[src/include/aux_cfg_pkg.sv]
package aux_cfg_pkg;

	// Register indices; byte address is four times the index
	localparam logic [7:0]  IDX_S1_CRC   = 8'h7e;
	localparam logic [7:0]  IDX_STATUS   = 8'h7f;
	localparam logic [7:0]  IDX_S2_CFG   = 8'h80;
	localparam logic [7:0]  IDX_PIN_CFG  = 8'h81;
	localparam logic [7:0]  IDX_NONE     = 8'h00;

	localparam logic [15:0] S2_CFG_RESET  = 16'h0000;
	localparam logic [15:0] PIN_CFG_RESET = 16'h8000;
	localparam logic [15:0] S1_CRC_RESET  = 16'h0000;
	localparam logic signed [6:0] DAC_MULT_RESET = 7'sh01;

	localparam int S2_EN_BIT   = 15;
	localparam int PIN_FIXED   = 15;
	localparam int PIN1_FMT    = 11;
	localparam int PIN0_FMT    = 10;
	localparam int PIN1_DIR    = 9;
	localparam int PIN0_DIR    = 8;
	localparam int PIN1_TB_LSB = 6;
	localparam int PIN0_TB_LSB = 4;
	localparam int PIN1_LEVEL  = 1;
	localparam int PIN0_LEVEL  = 0;

	localparam logic [6:0]  COUNT_MAX   = 7'h7f;

	typedef struct packed {
		logic [1:0] out;
		logic [1:0] oe;
	} aux_drive_t;

	typedef struct packed {
		logic [9:0] tb_cnt;
		logic [6:0] hi;
		logic [6:0] lo;
		logic       prev;
		logic       level;
	} pwm_dec_t;

	typedef struct packed {
		logic              pend;
		logic              pwr;
		logic [7:0]        pidx;
		logic [15:0]       rdata;
		logic              crc_en;
		logic [2:0]        dac_sel;
		logic signed [6:0] dac_mult;
		logic [14:0]       pin_cfg;
		logic [15:0]       s1crc;
		logic [1:0]        lvl;
		pwm_dec_t [1:0]    dec;
	} state_t;

	// Last count of a time base: 16, 64, 256 or 1024 modulator periods
	function automatic logic [9:0] tb_last(input logic [1:0] sel);
		case (sel)
			2'h0: tb_last = 10'h00f;
			2'h1: tb_last = 10'h03f;
			2'h2: tb_last = 10'h0ff;
			default: tb_last = 10'h3ff;
		endcase
	endfunction

	function automatic logic signed [6:0] dac_mult(input logic [2:0] sel);
		case (sel)
			3'h0: dac_mult = 7'sh01;
			3'h1: dac_mult = 7'sh02;
			3'h2: dac_mult = 7'sh04;
			3'h3: dac_mult = 7'sh09;
			3'h4: dac_mult = 7'sh12;
			3'h5: dac_mult = 7'sh24;
			3'h6: dac_mult = -7'sh04;
			default: dac_mult = -7'sh09;
		endcase
	endfunction

	function automatic logic [15:0] reg_read(input logic [7:0] idx,
	                                         input state_t s);
		case (idx)
			IDX_S2_CFG:  reg_read = {s.crc_en, 12'h000, s.dac_sel};
			IDX_PIN_CFG: reg_read = {1'b1, s.pin_cfg};
			IDX_S1_CRC:  reg_read = s.s1crc;
			IDX_STATUS:  reg_read = {14'h0000, s.lvl};
			default:     reg_read = 16'h0000;
		endcase
	endfunction

endpackage

[src/design/aux_gpio_cfg.sv]
`timescale 1ns/100ps
`default_nettype none
module aux_gpio_cfg (
	input  wire logic                      hclk,
	input  wire logic                      hresetn,
	input  wire logic                      ce,
	input  wire logic                      hsel,
	input  wire logic [31:0]               haddr,
	input  wire logic [1:0]                htrans,
	input  wire logic                      hwrite,
	input  wire logic [2:0]                hsize,
	input  wire logic [31:0]               hwdata,
	input  wire logic                      hready,
	output logic                           hreadyout,
	output logic                           hresp,
	output logic [31:0]                    hrdata,
	input  wire logic                      mod_clk_tick,
	input  wire logic [1:0]                aux_pin_in,
	output aux_cfg_pkg::aux_drive_t        aux_drive,
	input  wire logic [6:0]                pwm_high_threshold,
	output logic [1:0]                     aux_pin_level,
	output logic                           section2_check_enable,
	output logic [15:0]                    section1_check_value,
	output logic [2:0]                     test_dac_level_select,
	output logic signed [6:0]              test_dac_multiple
);
	import aux_cfg_pkg::*;

	state_t      st;
	state_t      next_st;
	logic        take;
	logic        mapped;
	logic [7:0]  idx;
	logic [1:0]  rise;
	logic [1:0]  tick_end;
	logic [1:0]  fmt;
	logic [1:0]  tb_sel [2];

	// Word transfers only; size is not checked, every answer is OKAY
	assign take      = hsel && htrans[1] && hready;
	assign mapped    = haddr[31:10] == 22'h000000;
	assign idx       = mapped ? haddr[9:2] : IDX_NONE;
	// A low enable stretches any transfer so no access is lost
	assign hreadyout = ce;
	assign hresp     = 1'b0;
	assign hrdata    = {16'h0000, st.rdata};

	assign section2_check_enable = st.crc_en;
	assign section1_check_value  = st.s1crc;
	assign test_dac_level_select = st.dac_sel;
	assign test_dac_multiple     = st.dac_mult;
	assign aux_pin_level         = st.lvl;

	// Pin drives only when set as output; level bit ignored otherwise
	assign aux_drive.oe[1]  = st.pin_cfg[PIN1_DIR];
	assign aux_drive.oe[0]  = st.pin_cfg[PIN0_DIR];
	assign aux_drive.out[1] = st.pin_cfg[PIN1_DIR]
	                        & st.pin_cfg[PIN1_LEVEL];
	assign aux_drive.out[0] = st.pin_cfg[PIN0_DIR]
	                        & st.pin_cfg[PIN0_LEVEL];

	assign fmt[1]    = st.pin_cfg[PIN1_FMT];
	assign fmt[0]    = st.pin_cfg[PIN0_FMT];
	assign tb_sel[1] = st.pin_cfg[PIN1_TB_LSB +: 2];
	assign tb_sel[0] = st.pin_cfg[PIN0_TB_LSB +: 2];

	always_comb begin
		next_st = st;
		rise = 2'b00;
		tick_end = 2'b00;
		if (st.pend && st.pwr) begin
			case (st.pidx)
				IDX_S2_CFG: begin
					next_st.crc_en  = hwdata[S2_EN_BIT];
					next_st.dac_sel = hwdata[2:0];
				end
				// Spare bits are kept only so the section check covers them
				IDX_PIN_CFG: next_st.pin_cfg = hwdata[14:0];
				IDX_S1_CRC:  next_st.s1crc = hwdata[15:0];
				default: ;
			endcase
		end
		next_st.dac_mult = dac_mult(next_st.dac_sel);
		next_st.pend = take;
		next_st.pwr  = hwrite;
		next_st.pidx = idx;
		for (int i = 0; i < 2; i++) begin
			rise[i] = aux_pin_in[i] & ~st.dec[i].prev;
			tick_end[i] = mod_clk_tick
			            && st.dec[i].tb_cnt == tb_last(tb_sel[i]);
			next_st.dec[i].prev = aux_pin_in[i];
			if (rise[i]) begin
				// A rising edge closes one high-plus-low period
				next_st.dec[i].level = st.dec[i].hi
				                     >= pwm_high_threshold;
				next_st.dec[i].hi = 7'h00;
				next_st.dec[i].lo = 7'h00;
				next_st.dec[i].tb_cnt = 10'h000;
			end else if (tick_end[i]) begin
				next_st.dec[i].tb_cnt = 10'h000;
				// Counts saturate: a stuck input holds its count at COUNT_MAX, it does not wrap
				if (aux_pin_in[i] && st.dec[i].hi != COUNT_MAX)
					next_st.dec[i].hi = st.dec[i].hi + 7'h01;
				else if (!aux_pin_in[i] && st.dec[i].lo != COUNT_MAX)
					next_st.dec[i].lo = st.dec[i].lo + 7'h01;
			end else if (st.dec[i].tb_cnt > tb_last(tb_sel[i])) begin
				// A shorter time base picked once the count is past its last count restarts the count
				next_st.dec[i].tb_cnt = 10'h000;
			end else if (mod_clk_tick) begin
				next_st.dec[i].tb_cnt = st.dec[i].tb_cnt + 10'h001;
			end
			next_st.lvl[i] = fmt[i] ? next_st.dec[i].level
			                        : aux_pin_in[i];
		end
		// Read data comes from the updated copy, so a read right
		// behind a write to the same register sees the new value
		if (take && !hwrite)
			next_st.rdata = reg_read(idx, next_st);
	end

	always_ff @(posedge hclk or negedge hresetn) begin
		if (!hresetn) begin
			st <= '0;
			st.crc_en <= S2_CFG_RESET[S2_EN_BIT];
			st.dac_sel <= S2_CFG_RESET[2:0];
			st.dac_mult <= DAC_MULT_RESET;
			st.pin_cfg <= PIN_CFG_RESET[14:0];
			st.s1crc <= S1_CRC_RESET;
		end else if (ce) begin
			st <= next_st;
		end
	end

	s2_enable_write_a: assert property (
		@(posedge hclk) disable iff (!hresetn)
		(ce && st.pend && st.pwr && st.pidx == IDX_S2_CFG)
		|=> section2_check_enable == $past(hwdata[15]))
		else $error("check enable did not follow write");

	s2_zero_read_a: assert property (
		@(posedge hclk) disable iff (!hresetn)
		(ce && take && !hwrite && idx == IDX_S2_CFG)
		|=> hrdata[14:3] == 12'h000 && hrdata[31:16] == 16'h0000)
		else $error("reserved bits read nonzero");

	s1_value_store_a: assert property (
		@(posedge hclk) disable iff (!hresetn)
		(ce && st.pend && st.pwr && st.pidx == IDX_S1_CRC)
		|=> section1_check_value == $past(hwdata[15:0]))
		else $error("section one value not stored");

	spare_store_a: assert property (
		@(posedge hclk) disable iff (!hresetn)
		(ce && st.pend && st.pwr && st.pidx == IDX_PIN_CFG)
		|=> st.pin_cfg[14:12] == $past(hwdata[14:12])
		&& st.pin_cfg[3:2] == $past(hwdata[3:2]))
		else $error("spare bits not stored");

	pin1_drive_a: assert property (
		@(posedge hclk) disable iff (!hresetn)
		(ce && st.pend && st.pwr && st.pidx == IDX_PIN_CFG)
		|=> aux_drive.oe[1] == $past(hwdata[9])
		&& aux_drive.out[1] == ($past(hwdata[9]) && $past(hwdata[1])))
		else $error("pin 1 drive wrong after write");

	pin0_drive_a: assert property (
		@(posedge hclk) disable iff (!hresetn)
		(ce && st.pend && st.pwr && st.pidx == IDX_PIN_CFG)
		|=> aux_drive.oe[0] == $past(hwdata[8])
		&& aux_drive.out[0] == ($past(hwdata[8]) && $past(hwdata[0])))
		else $error("pin 0 drive wrong after write");

	dac_level_map_a: assert property (
		@(posedge hclk) disable iff (!hresetn)
		(st.dac_sel == 3'h5 |-> test_dac_multiple == 7'sh24)
		and (st.dac_sel == 3'h7 |-> test_dac_multiple == -7'sh09))
		else $error("test DAC multiple wrong");

	tb0_bound_a: assert property (
		@(posedge hclk) disable iff (!hresetn)
		(ce && mod_clk_tick && !rise[0] && tick_end[0])
		|=> st.dec[0].tb_cnt == 10'h000)
		else $error("pin 0 time base did not wrap");

	tb1_bound_a: assert property (
		@(posedge hclk) disable iff (!hresetn)
		(ce && st.dec[1].tb_cnt > tb_last(tb_sel[1]))
		|=> st.dec[1].tb_cnt == 10'h000)
		else $error("pin 1 time base overran");

	high_count_a: assert property (
		@(posedge hclk) disable iff (!hresetn)
		(ce && tick_end[0] && !rise[0] && aux_pin_in[0]
		&& st.dec[0].hi != COUNT_MAX)
		|=> st.dec[0].hi == $past(st.dec[0].hi) + 7'h01)
		else $error("high count did not advance");

	pwm_decode_a: assert property (
		@(posedge hclk) disable iff (!hresetn)
		(ce && rise[0])
		|=> st.dec[0].level
		== ($past(st.dec[0].hi) >= $past(pwm_high_threshold))
		&& st.dec[0].hi == 7'h00 && st.dec[0].lo == 7'h00)
		else $error("decoded level wrong at period end");

	pin0_static_a: assert property (
		@(posedge hclk) disable iff (!hresetn)
		(ce && !fmt[0] && !(st.pend && st.pwr))
		|=> aux_pin_level[0] == $past(aux_pin_in[0]))
		else $error("pin 0 static level not followed");

	pin1_pwm_a: assert property (
		@(posedge hclk) disable iff (!hresetn)
		(ce && fmt[1] && !(st.pend && st.pwr))
		|=> aux_pin_level[1] == st.dec[1].level)
		else $error("pin 1 decoded level not shown");

	pin0_dir_a: assert property (
		@(posedge hclk) disable iff (!hresetn)
		!st.pin_cfg[PIN0_DIR] |-> !aux_drive.oe[0] && !aux_drive.out[0])
		else $error("pin 0 driven while input");

	s1_read_back_a: assert property (
		@(posedge hclk) disable iff (!hresetn)
		(ce && take && !hwrite && idx == IDX_S1_CRC
		&& !(st.pend && st.pwr))
		|=> hrdata[15:0] == $past(section1_check_value))
		else $error("section one value read wrong");

	s2_fields_read_a: assert property (
		@(posedge hclk) disable iff (!hresetn)
		(ce && take && !hwrite && idx == IDX_S2_CFG
		&& !(st.pend && st.pwr))
		|=> hrdata[2:0] == $past(test_dac_level_select)
		&& hrdata[15] == $past(section2_check_enable))
		else $error("section two fields read wrong");

	dac_select_write_a: assert property (
		@(posedge hclk) disable iff (!hresetn)
		(ce && st.pend && st.pwr && st.pidx == IDX_S2_CFG)
		|=> test_dac_level_select == $past(hwdata[2:0]))
		else $error("test DAC select did not follow write");

	dac_low_map_a: assert property (
		@(posedge hclk) disable iff (!hresetn)
		(st.dac_sel == 3'h0 |-> test_dac_multiple == 7'sh01)
		and (st.dac_sel == 3'h1 |-> test_dac_multiple == 7'sh02)
		and (st.dac_sel == 3'h2 |-> test_dac_multiple == 7'sh04)
		and (st.dac_sel == 3'h4 |-> test_dac_multiple == 7'sh12)
		and (st.dac_sel == 3'h6 |-> test_dac_multiple == -7'sh04))
		else $error("test DAC multiple wrong for low codes");

	pin_cfg_read_a: assert property (
		@(posedge hclk) disable iff (!hresetn)
		(ce && take && !hwrite && idx == IDX_PIN_CFG
		&& !(st.pend && st.pwr))
		|=> hrdata[15:0] == {1'b1, $past(st.pin_cfg)})
		else $error("pin configuration read wrong");

	pin1_dir_a: assert property (
		@(posedge hclk) disable iff (!hresetn)
		!st.pin_cfg[PIN1_DIR] |-> !aux_drive.oe[1] && !aux_drive.out[1])
		else $error("pin 1 driven while input");

	pin1_level_a: assert property (
		@(posedge hclk) disable iff (!hresetn)
		st.pin_cfg[PIN1_DIR] |-> aux_drive.out[1] == st.pin_cfg[PIN1_LEVEL])
		else $error("pin 1 output level wrong");

	pin1_out_static_a: assert property (
		@(posedge hclk) disable iff (!hresetn)
		(ce && st.pin_cfg[PIN1_DIR] && !(st.pend && st.pwr))
		|=> $stable(aux_drive.out[1]))
		else $error("pin 1 output not static");

	pin0_out_static_a: assert property (
		@(posedge hclk) disable iff (!hresetn)
		(ce && st.pin_cfg[PIN0_DIR] && !(st.pend && st.pwr))
		|=> $stable(aux_drive.out[0]))
		else $error("pin 0 output not static");

	pin1_static_a: assert property (
		@(posedge hclk) disable iff (!hresetn)
		(ce && !fmt[1] && !(st.pend && st.pwr))
		|=> aux_pin_level[1] == $past(aux_pin_in[1]))
		else $error("pin 1 static level not followed");

	pin0_pwm_a: assert property (
		@(posedge hclk) disable iff (!hresetn)
		(ce && fmt[0] && !(st.pend && st.pwr))
		|=> aux_pin_level[0] == st.dec[0].level)
		else $error("pin 0 decoded level not shown");

	tb1_wrap_a: assert property (
		@(posedge hclk) disable iff (!hresetn)
		(ce && mod_clk_tick && !rise[1] && tick_end[1])
		|=> st.dec[1].tb_cnt == 10'h000)
		else $error("pin 1 time base did not wrap");

	low_count_a: assert property (
		@(posedge hclk) disable iff (!hresetn)
		(ce && tick_end[0] && !rise[0] && !aux_pin_in[0]
		&& st.dec[0].lo != COUNT_MAX)
		|=> st.dec[0].lo == $past(st.dec[0].lo) + 7'h01)
		else $error("low count did not advance");

	count_hold_a: assert property (
		@(posedge hclk) disable iff (!hresetn)
		(ce && !rise[0] && !tick_end[0])
		|=> $stable(st.dec[0].hi) && $stable(st.dec[0].lo))
		else $error("counts moved between time base ends");

	pwm1_decode_a: assert property (
		@(posedge hclk) disable iff (!hresetn)
		(ce && rise[1])
		|=> st.dec[1].level
		== ($past(st.dec[1].hi) >= $past(pwm_high_threshold))
		&& st.dec[1].hi == 7'h00 && st.dec[1].lo == 7'h00)
		else $error("pin 1 decoded level wrong at period end");

	crc_en_hold_a: assert property (
		@(posedge hclk) disable iff (!hresetn)
		(ce && !(st.pend && st.pwr && st.pidx == IDX_S2_CFG))
		|=> $stable(section2_check_enable))
		else $error("check enable changed without write");

	level_hold_a: assert property (
		@(posedge hclk) disable iff (!hresetn)
		(ce && !rise[0])
		|=> $stable(st.dec[0].level))
		else $error("decoded level changed inside period");

endmodule // aux_gpio_cfg
`default_nettype wire

[config.mk]
export PLATFORM = sky130hd
export DESIGN_NAME = aux_gpio_cfg
export DESIGN_NICKNAME = d
export VERILOG_FILES = /design/src/include/aux_cfg_pkg.sv /design/src/design/aux_gpio_cfg.sv
export SDC_FILE = /design/constraint.sdc
export NUM_CORES = 1
export LEC_CHECK = 0
export ABC_AREA = 1
export BUFFER_PORTS_ARGS = -buffer_cell sky130_fd_sc_hd__buf_4
export CAP_MARGIN = 15
export CORE_MARGIN = 2
export CORE_UTILIZATION = 50
export CTS_CLUSTER_DIAMETER = 150
export DETAILED_ROUTE_END_ITERATION = 6
export HOLD_SLACK_MARGIN = 0.15
export PLACE_DENSITY = 0.88
export SLEW_MARGIN = 25
export SYNTH_ARGS = -nofsm -noshare
export SYNTH_HDL_FRONTEND = slang
export SYNTH_SLANG_ARGS = --single-unit
[constraint.sdc]
create_clock -name hclk -period 1.75 [get_ports hclk]
set_input_delay 0.0875 -clock hclk [delete_from_list [all_inputs] [get_ports hclk]]
set_output_delay 0.0875 -clock hclk [all_outputs]
set_load 0.02 [all_outputs]
==> results.sh <==
export IMPL_cts_buffer_depth=2
export IMPL_min_delay_path_class="primary input to flop"
export IMPL_gp_congestion=0.896
export IMPL_min_period_over_period_pct=127
export IMPL_cts_buffers=9
export IMPL_netlist_cell_type_count=42
export IMPL_syn_area_um2=6660
export IMPL_setup_worst_path_start_class="flop"
export IMPL_cp_common_cell="nand2_2"
export IMPL_synth_area_leaders="dfrtp_1 (40%), nand2_1 (14%), buf_4 (7.2%)"
export IMPL_syn_inst=886
export IMPL_overflow=0
export IMPL_violations="DRC, setup timing"
export IMPL_power_density_nw_per_um2=844
export IMPL_die_y_um=119
export IMPL_async_reset_ff_share_pct=100
export IMPL_rows=42
export IMPL_nets=1184
export IMPL_yosysWarnings=0
export IMPL_synth_edf_count=0
export IMPL_grt_pass1_vias=6370
export IMPL_rsz0062_at_grt="true"
export IMPL_grt_max_degree=40
export IMPL_ys_seq_elements=108
export IMPL_fin_crit_ns=2.22
export IMPL_run_status="finished, violations left"
export IMPL_slew_violations=0
export IMPL_use_met1_pct=29.8
export IMPL_portBuffers=112
export IMPL_track_usage_pct=25.9
export IMPL_path_max_fanout=7
export IMPL_synth_avg_cell_area_um2=7.52
export IMPL_path_class="flop to flop"
export IMPL_netlist_area_leader_share_pct=40.2
export IMPL_slowest_delay_ns=0.43
export IMPL_grt_use_met2_pct=46.9
export IMPL_drt_total_wl_mm=23.3
export IMPL_peakVddDrop_uv=613
export IMPL_initial_utilization_pct=50.7
export IMPL_hold_slack_ns=0.158
export IMPL_grt_busiest_layer="met2"
export IMPL_maxCapViolCount=0
export IMPL_met3_usage_pct=5.36
export IMPL_routed_via_count=7189
export IMPL_synth_main_ff_cell="dfrtp_1"
export IMPL_fp_dieW_um=119
export IMPL_drtIter0Drc=797
export IMPL_cpMaxStageDelayCell="dfrtp_1"
export IMPL_synthTopCellsByCount="nand2_1 (244), dfrtp_1 (107), nor2_1 (88), inv_1 (84), o21ai_0 (73)"
export IMPL_drive_gt1_share_pct=38.0
export IMPL_core_area_um2=13100
export IMPL_cp_end_kind="flop"
export IMPL_drc=1
export IMPL_antenna_cells=0
export IMPL_synth_most_common_cell="nand2_1"
export IMPL_area_growth_pct=44.3
export IMPL_finClkSkew_ns=0.0162
export IMPL_yosysSeqAreaShare_pct=40.6
export IMPL_cts_root_buf="clkbuf_16"
export IMPL_worst_slew_margin_rel_pct=62.0
export IMPL_tightest_slew_ns=0.570
export IMPL_antenna_found_initial=0
export IMPL_final_setup_tns_ns=-11.62
export IMPL_htree_num_levels=3
export IMPL_cts_tree="yes"
export IMPL_clk_latency_ns=0.38
export IMPL_setup_viol=41
export IMPL_cts_sinks=108
export IMPL_cp_cell_sequence="nand2_2 -> ha_4 -> nand2_2 -> inv_2 -> buf_4 -> a21oi_1 -> nand3_2 -> nand2_2 -> buf_4 -> nand4_1 -> buf_6 -> o21ai_1"
export IMPL_antenna_left=0
export IMPL_power_leakage_nw=4.76
export IMPL_wl_per_cell_um=18.6
export IMPL_synth_area_leader_cell="dfrtp_1"
export IMPL_vias_per_cell=5.74
export IMPL_firstDrtPassIters=7
export IMPL_hpwl_mm=12.3
export IMPL_layout_setup_ws_ns=-0.475
export IMPL_max_freq_ghz=0.450
export IMPL_clk_pin_slew_ns=0.08
export IMPL_cp_required_ns=2.03
export IMPL_die_area_um2=14300
export IMPL_io_pins=152
export IMPL_arrival_ns=2.51
export IMPL_hold_viol=0
export IMPL_grt_pass1_wl_mm=29.5
power breakdown:
| group | internal, mW | switching (mW) |
|---|---|---|
| combinational | 1.11 | 1.41 |
| clock | 1.45 | 1.00 |
| sequential | 2.83 | 0.328 |
| total | 5.38 | 2.74 |
state kept, by name, indices dropped and copies added, names as in the netlist:
signal                 cells
st                        59
hrdata                    16
section1_check_value      16
test_dac_multiple          7
test_dac_level_select      3
aux_drive                  2
aux_pin_level              2
fmt                        2
section2_check_enable      1
final cells by class:
cell class	count	area, um^2
multi-input cells	623	3990
fillers	818	3520
flip-flops and latches	108	2710
repair buffers	241	2020
inverters	87	333
clock buffers	11	243
well taps	176	220
clock inverters	5	108
repair inverters	1	8.76
timing repair:
item / in CTS / in global routing
gates cloned: 3 / 3
pin swaps: 17 / 54
endpoints found under the setup margin: 57 / 64
hold endpoints to repair: 97 / 1
resized for setup: 79 / 171
setup buffers: 11 / 23
hold buffers: 26 / 1
placed cells by master, fill, tap and decap left out, types with 3 or more instances in the layout:
master / count
nand2_1: 205
buf_4: 190
dfrtp_1: 105
inv_1: 72
nor2_1: 57
o21ai_0: 39
nand2_2: 36
nand3_1: 34
dlygate4sd3_1: 27
o21ai_1: 26
nor2_4: 19
buf_6: 19
nor2_2: 17
o21ai_2: 17
conb_1: 17
ha_1: 15
inv_2: 13
nand3_2: 13
ha_4: 13
a21oi_1: 11
mux2i_1: 11
clkbuf_16: 11
a21oi_2: 10
nand4_1: 9
xor2_1: 9
a21oi_4: 8
nor3_1: 7
nand2_4: 7
o21bai_1: 6
a31oi_1: 6
o21a_1: 6
nand2_8: 3
bufinv_16: 3
worst max-delay path: cells and delay by family (launching register included):
kind	cells	cell delay [ns]
simple gates	5	0.56
buf+inv	4	0.46
compound gates	2	0.43
flops	1	0.43
fa+ha+maj	1	0.26
logic make-up after synthesis:
kind of cell | after synthesis | share of synthesized area, %
XOR/XNOR | 10 | 1.31
multiplexers | 12 | 1.80
buffers and inverters | 173 | 13.6
AND/OR/NAND/NOR | 418 | 26.3
AO/OA/AOI/OAI | 136 | 11.1
other | 1 | 0.0563
flip-flops | 108 | 40.6
adder cells (fa/ha/maj) | 28 | 5.26
metrics by stage:
stage	total power [mW]	utilization [%]	setup WS (ns)	cells	instance area, um^2
global placement	4.85	58.9	-0.197	1169	7730
floorplan	4.28	-	-0.0604	902	6750
CTS	7.53	66.2	-0.161	1225	8700
finish	8.12	73.2	-0.475	1252	9620
global route	8.42	73.2	-0.548	1252	9620
detailed placement	4.93	58.9	-0.284	1169	7730
per-layer routing:
| layer | part of all wire [%] | routed length, um |
|---|---|---|
| met5 | 0 | 0 |
| met2 | 53 | 12300 |
| met4 | 5.2 | 1200 |
| met1 | 34 | 7980 |
| met3 | 8.0 | 1860 |
final timing paths:
| kind | startpoint | endpoint | slack, ns | depth (start not counted) |
|---|---|---|---|---|
| worst min-delay path | ce | aux_drive[0]$_DFFE_PN0P_ | 0.16 | 3 |
| worst min register to register | test_dac_multiple[5]$_DFFE_PN0P_ | test_dac_multiple[5]$_DFFE_PN0P_ | 0.48 | 2 |
| min in group asynchronous | hresetn | st[10]$_DFFE_PN0P_ | 0.26 | 2 |
| worst max-delay path | st[75]$_DFFE_PN0P_ | st[22]$_DFFE_PN0P_ | -0.47 | 12 |
| worst max register to register | st[75]$_DFFE_PN0P_ | st[22]$_DFFE_PN0P_ | -0.47 | 12 |
| max in group asynchronous | hresetn | st[76]$_DFFE_PN0P_ | 0.78 | 3 |
No activity file was read; power rests on OpenSTA's default activity.
